File: config.mk
export PLATFORM = sky130hd
export DESIGN_NAME = effective_address_gen
export DESIGN_NICKNAME = d
export VERILOG_FILES = /design/src/hdl/ea_pkg.sv /design/src/hdl/ea_decode_if.sv /design/src/hdl/ea_opcode_decoder.sv /design/src/hdl/effective_address_gen.sv
export SDC_FILE = /design/constraint.sdc
export NUM_CORES = 1
export LEC_CHECK = 0
export ABC_AREA = 1
export BUFFER_PORTS_ARGS = -buffer_cell sky130_fd_sc_hd__buf_2
export CORE_MARGIN = 10
export CORE_UTILIZATION = 59
export CTS_CLUSTER_SIZE = 20
export DETAILED_ROUTE_END_ITERATION = 12
export GPL_TIMING_DRIVEN = 0
export PLACE_DENSITY = 0.81
export SLEW_MARGIN = 20
export SYNTH_ARGS = -nofsm -noshare
export SYNTH_HDL_FRONTEND = slang
export SYNTH_SLANG_ARGS = --single-unit
File: constraint.sdc
create_clock -name core_clk -period 4.21 [get_ports core_clk]
set_input_delay 0 -clock core_clk [delete_from_list [all_inputs] [get_ports core_clk]]
set_output_delay 0 -clock core_clk [all_outputs]
set_load 0.02 [all_outputs]
File: src/hdl/ea_pkg.sv
// Package for the effective-address and length decoder.
// Assumes a byte-wide memory on a 16-bit address bus with one-cycle reads.
package ea_pkg;
   localparam logic [15:0] reset_pc = 16'h0000;
   localparam logic [7:0] direct_page = 8'h00;
   localparam logic [7:0] op_add_b_into_a = 8'h1b;
   localparam logic [7:0] op_add_one_to_b = 8'h5c;
   localparam logic [7:0] op_add_one_to_index = 8'h08;
   localparam logic [7:0] op_load_double_accum = 8'hcc;
   localparam logic [7:0] op_load_index_reg = 8'hce;
   localparam logic [7:0] op_jump_absolute = 8'h7e;
   localparam logic [7:0] op_jump_subroutine = 8'hbd;
   localparam logic [7:0] op_inc_mem_ext = 8'h7c;
   localparam logic [7:0] op_count_down_ext = 8'h7a;
   localparam logic [7:0] op_zero_memory_ext = 8'h7f;
   localparam logic [7:0] op_invert_memory_ext = 8'h73;
   localparam logic [7:0] reset_byte = 8'h00;
   localparam logic [15:0] reset_word = 16'h0000;
   typedef enum logic [2:0] {
      mode_inherent = 3'h0,
      mode_immediate = 3'h1,
      mode_direct = 3'h2,
      mode_extended = 3'h3,
      mode_relative = 3'h4,
      mode_indexed = 3'h5
   } addr_mode_t;
   typedef enum logic [3:0] {
      op_none = 4'h0, op_add_ab = 4'h1, op_inc_b = 4'h2, op_inc_x = 4'h3,
      op_load_a = 4'h4, op_load_b = 4'h5, op_load_d = 4'h6, op_load_x = 4'h7,
      op_jump = 4'h8, op_branch = 4'h9, op_rmw_inc = 4'ha, op_rmw_dec = 4'hb,
      op_rmw_clr = 4'hc, op_rmw_com = 4'hd, op_read = 4'he
   } op_kind_t;
endpackage

File: src/hdl/ea_decode_if.sv
// Interface carrying opcode decode results to the sequencer.
// Assumes both ends run on the core clock.
`timescale 1ns/1ps
`default_nettype none
interface ea_decode_if;
   logic [7:0] opcode;
   ea_pkg::addr_mode_t mode;
   ea_pkg::op_kind_t kind;
   logic wide;
   modport decoder (input opcode, output mode, output kind, output wide);
   modport user (output opcode, input mode, input kind, input wide);
endinterface
`default_nettype wire

File: src/hdl/ea_opcode_decoder.sv
// Combinational opcode decoder: mode, operation kind and operand width.
// Assumes the opcode is stable while it is decoded.
`timescale 1ns/1ps
`default_nettype none
module ea_opcode_decoder (
   ea_decode_if.decoder dec // Opcode in, decode out
);
   import ea_pkg::*;
   always_comb begin
      dec.mode = mode_inherent;
      dec.kind = op_none;
      dec.wide = 1'b0;
      if (dec.opcode == op_add_b_into_a) begin
         dec.kind = op_add_ab;
      end else if (dec.opcode == op_add_one_to_b) begin
         dec.kind = op_inc_b;
      end else if (dec.opcode == op_add_one_to_index) begin
         dec.kind = op_inc_x;
      end else if (dec.opcode == op_load_double_accum) begin
         dec.mode = mode_immediate;
         dec.kind = op_load_d;
         dec.wide = 1'b1;
      end else if (dec.opcode == op_load_index_reg) begin
         dec.mode = mode_immediate;
         dec.kind = op_load_x;
         dec.wide = 1'b1;
      end else if (dec.opcode == op_jump_absolute || dec.opcode == op_jump_subroutine) begin
         dec.mode = mode_extended;
         dec.kind = op_jump;
      end else if (dec.opcode == op_inc_mem_ext) begin
         dec.mode = mode_extended;
         dec.kind = op_rmw_inc;
      end else if (dec.opcode == op_count_down_ext) begin
         dec.mode = mode_extended;
         dec.kind = op_rmw_dec;
      end else if (dec.opcode == op_zero_memory_ext) begin
         dec.mode = mode_extended;
         dec.kind = op_rmw_clr;
      end else if (dec.opcode == op_invert_memory_ext) begin
         dec.mode = mode_extended;
         dec.kind = op_rmw_com;
      end else if (dec.opcode[7:4] == 4'h2 || dec.opcode == 8'h8d) begin
         dec.mode = mode_relative;
         dec.kind = op_branch;
      end else if (dec.opcode[7:6] == 2'b10 || dec.opcode[7:6] == 2'b11) begin
         // Accumulator group: column bits pick the mode
         dec.kind = (dec.opcode[3:0] == 4'h6) ? (dec.opcode[6] ? op_load_b : op_load_a) : op_read;
         case (dec.opcode[5:4])
            2'b00: dec.mode = mode_immediate;
            2'b01: dec.mode = mode_direct;
            2'b10: dec.mode = mode_indexed;
            default: dec.mode = mode_extended;
         endcase
         dec.wide = (dec.opcode[5:4] == 2'b00) && (dec.opcode[3:0] == 4'h3);
      end
   end
endmodule
`default_nettype wire

File: src/hdl/effective_address_gen.sv
// Effective-address generator and instruction-length sequencer.
// Assumes memory returns read data the cycle after the address is driven.
// Functional notes
// - Addressing mode comes only from the opcode byte.
// - Non-inherent modes form a 16-bit address driven during the reference cycle; here immediate forms none and relative never drives its target.
// - Inherent instructions are one byte with no operand fetch.
// - 1B adds B into A, 5C increments B, 08 increments index.
// - Immediate operand is one byte for 8-bit, two for 16-bit targets.
// - CC loads double accumulator, CE loads index, from two following bytes.
// - Extended takes a full 16-bit address from two bytes; three bytes long.
// - Direct forces high byte zero, low byte from operand; two bytes long.
// - Direct accesses stay within 0000 to 00FF.
// - Read-modify-write ops are extended only, writing back to same location.
// - Relative only for branches, offset added to already advanced counter.
// - Zero offset continues with next instruction regardless of condition.
// - Branch is two bytes, offset signed from -128 to +127.
// - Reach is -126 to +129 from the branch opcode address.
// - Jump 7E loads program counter from following two bytes.
// - Double accumulator is A high byte, B low byte.
`timescale 1ns/1ps
`default_nettype none
module effective_address_gen (
   input wire logic core_clk, // Core clock, 10 MHz
   input wire logic rst_n, // Synchronous reset, active low
   input wire logic [7:0] mem_rdata, // Read data from memory
   input wire logic branch_taken, // Condition result for current branch
   output logic [15:0] mem_addr, // Address bus
   output logic [7:0] mem_wdata, // Write data
   output logic mem_we, // Write strobe
   output logic [15:0] program_counter, // Program counter
   output logic [7:0] accumulator_a, // Accumulator A
   output logic [7:0] accumulator_b, // Accumulator B
   output logic [15:0] index_reg, // Index register
   output logic [15:0] eff_addr, // Last effective address
   output ea_pkg::addr_mode_t cur_mode, // Mode of current instruction
   output logic instr_done // Pulse at the end of each instruction
);
   import ea_pkg::*;
   typedef enum logic [6:0] {
      st_fetch = 7'b0000001,
      st_op_hi = 7'b0000010,
      st_op_lo = 7'b0000100,
      st_mem_rd = 7'b0001000,
      st_mem_wr = 7'b0010000,
      st_exec = 7'b0100000,
      st_wait = 7'b1000000
   } state_t;
   state_t state;
   logic [7:0] opcode;
   logic [7:0] hi_byte;
   logic [7:0] mem_data;
   logic [15:0] operand;
   ea_decode_if dec_bus();
   ea_opcode_decoder u_decoder (
      .dec(dec_bus.decoder)
   );
   assign dec_bus.opcode = (state == st_op_hi) ? mem_rdata : opcode;
   ////////////////////////////////////////////////////////////////////////
   // Operand word assembled high byte first
   assign operand = {hi_byte, mem_rdata};
   ////////////////////////////////////////////////////////////////////////
   // Sequencer
   always_ff @(posedge core_clk) begin
      if (!rst_n) begin
         state <= st_fetch;
         program_counter <= reset_pc;
         opcode <= reset_byte;
         hi_byte <= reset_byte;
         eff_addr <= reset_word;
         mem_data <= reset_byte;
         cur_mode <= mode_inherent;
         instr_done <= 1'b0;
      end else begin
         instr_done <= 1'b0;
         case (state)
            st_fetch: begin
               program_counter <= program_counter + 16'h0001;
               state <= st_op_hi;
            end
            st_op_hi: begin
               opcode <= mem_rdata;
               cur_mode <= dec_bus.mode;
               if (dec_bus.mode == mode_inherent) begin
                  state <= st_exec;
               end else begin
                  program_counter <= program_counter + 16'h0001;
                  state <= st_op_lo;
               end
            end
            st_op_lo: begin
               hi_byte <= mem_rdata;
               state <= st_exec;
               if (cur_mode == mode_direct) begin
                  eff_addr <= {direct_page, mem_rdata};
                  state <= st_mem_rd;
               end else if (cur_mode == mode_relative) begin
                  // Counter already points past the offset byte
                  eff_addr <= program_counter + {{8{mem_rdata[7]}}, mem_rdata};
               end else if (cur_mode == mode_indexed) begin
                  eff_addr <= index_reg + {8'h00, mem_rdata};
                  state <= st_mem_rd;
               end else if (cur_mode == mode_extended || dec_bus.wide) begin
                  program_counter <= program_counter + 16'h0001;
                  state <= st_wait;
               end
            end
            st_wait: begin
               if (cur_mode == mode_extended) begin
                  eff_addr <= operand;
                  state <= (dec_bus.kind == op_jump) ? st_exec : st_mem_rd;
               end else begin
                  // Second immediate byte is only on the bus now, so keep it for exec
                  mem_data <= mem_rdata;
                  state <= st_exec;
               end
            end
            st_mem_rd: begin
               state <= st_mem_wr;
            end
            st_mem_wr: begin
               mem_data <= mem_rdata;
               state <= st_exec;
            end
            st_exec: begin
               if (dec_bus.kind == op_jump) begin
                  program_counter <= eff_addr;
               end else if (dec_bus.kind == op_branch && branch_taken) begin
                  program_counter <= eff_addr;
               end
               instr_done <= 1'b1;
               state <= st_fetch;
            end
            default: state <= st_fetch;
         endcase
      end
   end
   ////////////////////////////////////////////////////////////////////////
   // Register file updates
   always_ff @(posedge core_clk) begin
      if (!rst_n) begin
         accumulator_a <= reset_byte;
         accumulator_b <= reset_byte;
         index_reg <= reset_word;
      end else if (state == st_exec && cur_mode == mode_inherent) begin
         if (dec_bus.kind == op_add_ab) begin
            accumulator_a <= accumulator_a + accumulator_b;
         end else if (dec_bus.kind == op_inc_b) begin
            accumulator_b <= accumulator_b + 8'h01;
         end else if (dec_bus.kind == op_inc_x) begin
            index_reg <= index_reg + 16'h0001;
         end
      end else if (state == st_exec && cur_mode == mode_immediate) begin
         if (dec_bus.kind == op_load_d) begin
            {accumulator_a, accumulator_b} <= {hi_byte, mem_data};
         end else if (dec_bus.kind == op_load_x) begin
            index_reg <= {hi_byte, mem_data};
         end else if (dec_bus.kind == op_load_a) begin
            accumulator_a <= hi_byte;
         end else if (dec_bus.kind == op_load_b) begin
            accumulator_b <= hi_byte;
         end
      end else if (state == st_exec && dec_bus.kind == op_load_a) begin
         accumulator_a <= mem_data;
      end else if (state == st_exec && dec_bus.kind == op_load_b) begin
         accumulator_b <= mem_data;
      end
   end
   ////////////////////////////////////////////////////////////////////////
   // Read-modify-write result, formed from the byte just read
   always_ff @(posedge core_clk) begin
      if (!rst_n) begin
         mem_wdata <= reset_byte;
      end else if (state == st_mem_wr) begin
         // Result goes back to the location just read
         case (dec_bus.kind)
            op_rmw_inc: mem_wdata <= mem_rdata + 8'h01;
            op_rmw_dec: mem_wdata <= mem_rdata - 8'h01;
            op_rmw_clr: mem_wdata <= 8'h00;
            op_rmw_com: mem_wdata <= ~mem_rdata;
            default: mem_wdata <= mem_rdata;
         endcase
      end
   end
   ////////////////////////////////////////////////////////////////////////
   // Address bus: program counter while fetching, effective address for references
   always_comb begin
      mem_addr = program_counter;
      mem_we = 1'b0;
      if (state == st_mem_rd) begin
         mem_addr = eff_addr;
      end else if (state == st_exec && cur_mode != mode_inherent && cur_mode != mode_relative
                   && dec_bus.kind != op_jump) begin
         mem_addr = eff_addr;
         mem_we = (dec_bus.kind >= op_rmw_inc) && (dec_bus.kind <= op_rmw_com);
      end
   end
endmodule
`default_nettype wire

# Word-level counts from Yosys, hierarchy flattened
# Cells that the tools add are included.
# word_totals
ramBits	0
mem_bits_ro	0
output_inout_bits	93
word_cells	213
inputBits	11
n_memories	0
reg_bits	107
latchBits	0
# classes
bitwise_logic	1
reduce_logical	31
muxes	93
n_mul	0
n_addsub	8
div	0
shift	0
order_cmp	2
n_eq_ne	66
# ops
op	count
$mux 16	20
$mux 8	19
$pmux 16 s4	1
$mux 4	13
$eq 8x7->1 const B	6
$pmux 7 s6	1
$mux 3	12
$add 16x1->16 const B	2
$eq 8x8->1 const B	4
$pmux 16 s2	1
$pmux 8 s4	1
$mux 7	4
$eq 4x4->1 const B	6
$eq 4x3->1 const B	5
$ne 2x2->1 const B	10
$mux 6	3
$add 16x16->16	1
$add 16x8->16	1
$add 8x1->8 const B	2
$eq 4x2->1 const B	4
$mux 1	16
$ne 4x4->1 const B	4
$pmux 8 s2	1
$reduce_and 7->1	2
35 further kinds	62

# Logic depth before layout (Yosys ltp)
# logic_depth
ltp_word	23
mapped_depth	25

# Hierarchy
# From an unflattened synthesis, not the netlist that was laid out.
# unflattened
hier_cells	1322
hier_area_um2	8236.6
# by_module_without_submodules
module	seq_area_each_um2	area_per_inst_um2	cells_per_inst	instances
effective_address_gen	2142.1	7840.0	1231	1
ea_opcode_decoder	0.0	396.6	91	1

# Worst setup path after synthesis
# No wires, ideal clock.
# synth_path
path_kind	flip-flop to flip-flop
start	register state[4]
end	register mem_wdata[7]
n_path_buf	1
arrival_time_ns	2.958
synth_period_minus_slack_ns	3.073
stages_incl_launch_ff	26
slack_ns	1.137
cell_sequence	dfxtp_1 > inv_2 > nand2_2 > nor2_8 > nand2_8 > buf_6 > nand2_1 > nand2_2 > nand2_1 > nor2_1 > nand2_2 > inv_1 > ha_1 > inv_1 > nor2_1 > o21ai_0 > nand2_1 > a21oi_1 > or2_2 > nand2_1 > a21oi_1 > or2_2 > nand3_1 > nand3_1 > o21ai_0 > inv_1
# synth_via
elab_chain_len	18
elab_cells_between_ends	41
classes_between	22 x eq/ne; 16 x mux; 3 x reduce/logical
# synth_lines
element	line	source
from (decl)	effective_address_gen.sv:48	state_t state;
from (signal assigned)	effective_address_gen.sv:65	state <= st_fetch;
from (signal assigned)	effective_address_gen.sv:78	state <= st_op_hi;
from (signal assigned)	effective_address_gen.sv:84	state <= st_exec;
$eq 7x2->1	effective_address_gen.sv:57	assign dec_bus.opcode = (state == st_op_hi) ? mem_rdata : opcode;
$mux 8	n/a	
$eq 4x3->1, or another cell as far along	ea_opcode_decoder.sv:47	dec.kind = (dec.opcode[3:0] == 4'h6) ? (dec.opcode[6] ? op_load_b : op_load_a) : op_read;
$mux 4 / $logic_or 1x1->1 (equally long branches)	ea_opcode_decoder.sv:47, ea_opcode_decoder.sv:45	
$mux 4	ea_opcode_decoder.sv:45	end else if (dec.opcode[7:6] == 2'b10 || dec.opcode[7:6] == 2'b11) begin
$mux 4	ea_opcode_decoder.sv:42	end else if (dec.opcode[7:4] == 4'h2 || dec.opcode == 8'h8d) begin
$mux 4	ea_opcode_decoder.sv:39	end else if (dec.opcode == op_invert_memory_ext) begin
$mux 4	ea_opcode_decoder.sv:36	end else if (dec.opcode == op_zero_memory_ext) begin
(+2 left out)	n/a	
$mux 4	ea_opcode_decoder.sv:27	end else if (dec.opcode == op_jump_absolute || dec.opcode == op_jump_subroutine) begin
$mux 4	ea_opcode_decoder.sv:23	end else if (dec.opcode == op_load_index_reg) begin
$mux 4	ea_opcode_decoder.sv:19	end else if (dec.opcode == op_load_double_accum) begin
$mux 4	ea_opcode_decoder.sv:17	end else if (dec.opcode == op_add_one_to_index) begin
$mux 4	ea_opcode_decoder.sv:15	end else if (dec.opcode == op_add_one_to_b) begin
$mux 4	ea_opcode_decoder.sv:13	if (dec.opcode == op_add_b_into_a) begin
$eq 4x4->1	effective_address_gen.sv:175	case (dec_bus.kind)
$pmux 8 s4	effective_address_gen.sv:175	
to (signal assigned)	effective_address_gen.sv:176	op_rmw_inc: mem_wdata <= mem_rdata + 8'h01;
to (signal assigned)	effective_address_gen.sv:177	op_rmw_dec: mem_wdata <= mem_rdata - 8'h01;
to (signal assigned)	effective_address_gen.sv:179	op_rmw_com: mem_wdata <= ~mem_rdata;
to (decl)	effective_address_gen.sv:28	output logic [7:0] mem_wdata,
# Parallel ways exist; a longest one is shown, timed or not.
# A chain may end at the register's enable or synchronous reset.

# Worst setup path in the final report
# layout_path
start	register state[2]
end	register mem_wdata[7]
# Same word-level chain as after synthesis.

==> run metrics <==
Main synth FF type dfxtp_1; CTS clk-pin slew, worst paths 80 ps; Critical-path top delay cell dfxtp_1; Async S/R FF share, synth 0%; crit path cell chain inv_2, nand2_2, nor2_8, buf_6, nand3_1, nand2_1, nand2_1, nor2_1, nand2_2, inv_1, ha_1, a21oi_1, nor2_1, o21ai_0, nand2_1, a21oi_1, or2_2, nand2_1, a21oi_1, nand2_1, nand3_1, nand3_1, o21ai_0, inv_1; leakage power 4.41 nW; CP max FO 10; CP Buf/Inv Count 4; via count 9108; width of the chip 137 um; Syn Inst Count 1290; Synth top area share 26.4%; Highest Clock Rate around 280 MHz; fin nets 1458; GPL Wtd Cong 0.976; Yosys warnings 0; clk buf depth 2; area growth from synthesis to layout 13.1%; cell area after synthesis 8130 um2; CTS tree done; post-layout util between 60 and 70%; RSZ-0062 raised after global routing false; core box area 13300 um2; Post-Syn Nets 1344; top cell type by total area after synthesis dfxtp_1; Die Area 18900 um2; min Tclk post-route 3570 ps; Synth Area per Inst 6.30 um2; worst clock skew 10.3 ps; First-pass DRT Iterations 6; Seq/Total Area, Yosys 26.4%; Worst-Skew Late Latency 370 ps; status complete, no violations; most instantiated cells after synthesis 267 x nand2_1, 160 x nor2_1, 145 x inv_1; initial antenna violation count 0; Layout fillers about 1200; area of the multi-input gates 5210 um2; PostCTS Resize Cnt 0; GRT Util Overall 28.4%; Top Ports 104; power density cells 368 nW/um2; most frequent cell after synthesis nand2_1; top cells by area, synth dfxtp_1 26%, nand2_1 12%, o21ai_0 8.8%; Root Driver clkbuf_16; Seq cells post-synth between 100 and 150; CP Launch Type register; hpwl dp 20800 um; Slew headroom 35.9%; Crit path top cell by count nand2_1; die height between 100 and 150 um; Starting Density 60.9%; worst-case vdd ir drop about 0.24 mV; DR WL/cell 16.9 um; largest net degree at the start of global routing 17; DRT antenna net count 0; total global routing overflow 0; share of cells above drive strength 1 13.1%; Final Hold Fails 0; Final period util a little over four fifths; post-synth cell types between 40 and 50; Remaining DRCs 0; max_cap viols 0; WS Path Type register to register; clk sinks 107; Reg area approximately 2100 um2; WP data required ~4500 ps; 1st-iter DRT viols 789; Post-synth EDFFs 0; buffer count from post-CTS setup fixing 0; CP arrival 3840 ps; CP delay by family, top simple AND/OR/NAND/NOR gates; number of global-route vias before repair roughly 8600; worst-margin pin slew 954 ps; Worst setup EP type register; Post-CTS Hold Fix Bufs 0; Final setup viols 0; H-tree depth 3; Setup TNS 0 ps; number of vias per cell about 5.7; Total Wirelength 26800 um; FP Rows 42; max-slew violation count 0; global-route wire length before repair 42800 um; diode count 0; number of port buffers 103; TritonCTS Buffers 9; Critical Path Max Stage Delay 320 ps; HP Class input port to register
[logic make-up (layout without fill, tap and decap cells)]
| group | after synthesis | after routing | synth area share, % |
|---|---|---|---|
| flops | 107 | 107 | 26.4 |
| xor+xnor | 31 | 31 | 3.34 |
| compound gates | 317 | 317 | 21.2 |
| simple gates | 597 | 597 | 32.5 |
| buf+inv | 195 | 314 | 9.59 |
| fa+ha+maj | 43 | 43 | 6.99 |
[per-layer routing]
metal / GRT usage [%] / part of all wire [%] / up-vias
met5: 0 / 0 / -
met4: 14.2 / 4.0 / 0
met3: 5.90 / 9.7 / 75
met2: 45.3 / 45 / 435
met1: 35.6 / 42 / 4074
li1: - / - / 4524
[worst paths after layout]
check	cells after the start	slack (ps)	from	end
worst max-delay path	24	640	state[2]$_SDFF_PN0_	mem_wdata[7]$_SDFFE_PN0P_
worst max register to register	24	640	state[2]$_SDFF_PN0_	mem_wdata[7]$_SDFFE_PN0P_
worst min register to register	2	470	mem_wdata[6]$_SDFFE_PN0P_	mem_wdata[6]$_SDFFE_PN0P_
worst min-delay path	4	100	mem_rdata[2]	mem_wdata[2]$_SDFFE_PN0P_
[placed cells by master (no fill, tap or decap), drive strengths merged, types with 5 or more instances in the layout]
cell    count
o21ai     147
nand2     289
a211oi      7
or2         7
xor2       24
clkbuf     40
dfxtp     107
a21oi     121
o31ai       6
o221ai      5
nor2      170
o22ai       6
xnor2       7
ha         39
nor4        5
nand4      19
nand3      82
buf       113
nor3       19
a31oi      16
inv       154
[per-stage QoR]
stage / instances / setup WS, ps / hold slack, ps / total power [W] / instance area, um2
2_1_floorplan: 1290 / 1140 / 183 / 0.00208 / 8130
3_3_place_gp: 1569 / 773 / 419 / 0.00238 / 8860
3_5_place_dp: 1569 / 709 / 419 / 0.00241 / 8860
4_1_cts: 1585 / 692 / 116 / 0.00336 / 9190
5_1_grt: 1585 / 274 / 145 / 0.00358 / 9190
6_report: 1585 / 635 / 103 / 0.00338 / 9190
[worst register-to-register path, delay by kind of cell, from the launching register on]
family	cells	cell delay [ps]
buffers and inverters	4	590
DFF	1	320
and+or+nand+nor	14	1460
AOI/OAI and AO/OA	5	810
adders and majority gates	1	300
[power breakdown]
| part | internal, W | total, W | switching [W] | leakage (nW) |
|---|---|---|---|---|
| sequential | 0.00108 | 0.00117 | 0.0000863 | 0.867 |
| clock | 0.000555 | 0.000977 | 0.000422 | 0.159 |
| combinational | 0.000412 | 0.00124 | 0.000825 | 3.39 |
| total | 0.00205 | 0.00338 | 0.00133 | 4.41 |
[layout make-up]
cell class	instances	share of cell area, %
multi-input cells	988	56.6
plain buffers	38	2.07
clock buffers	12	2.79
inverters	157	6.41
flip-flops and latches	107	23.3
well taps	176	2.40
repair buffers	103	5.61
clock inverters	4	0.789
(Power assumes the default switching activity.)
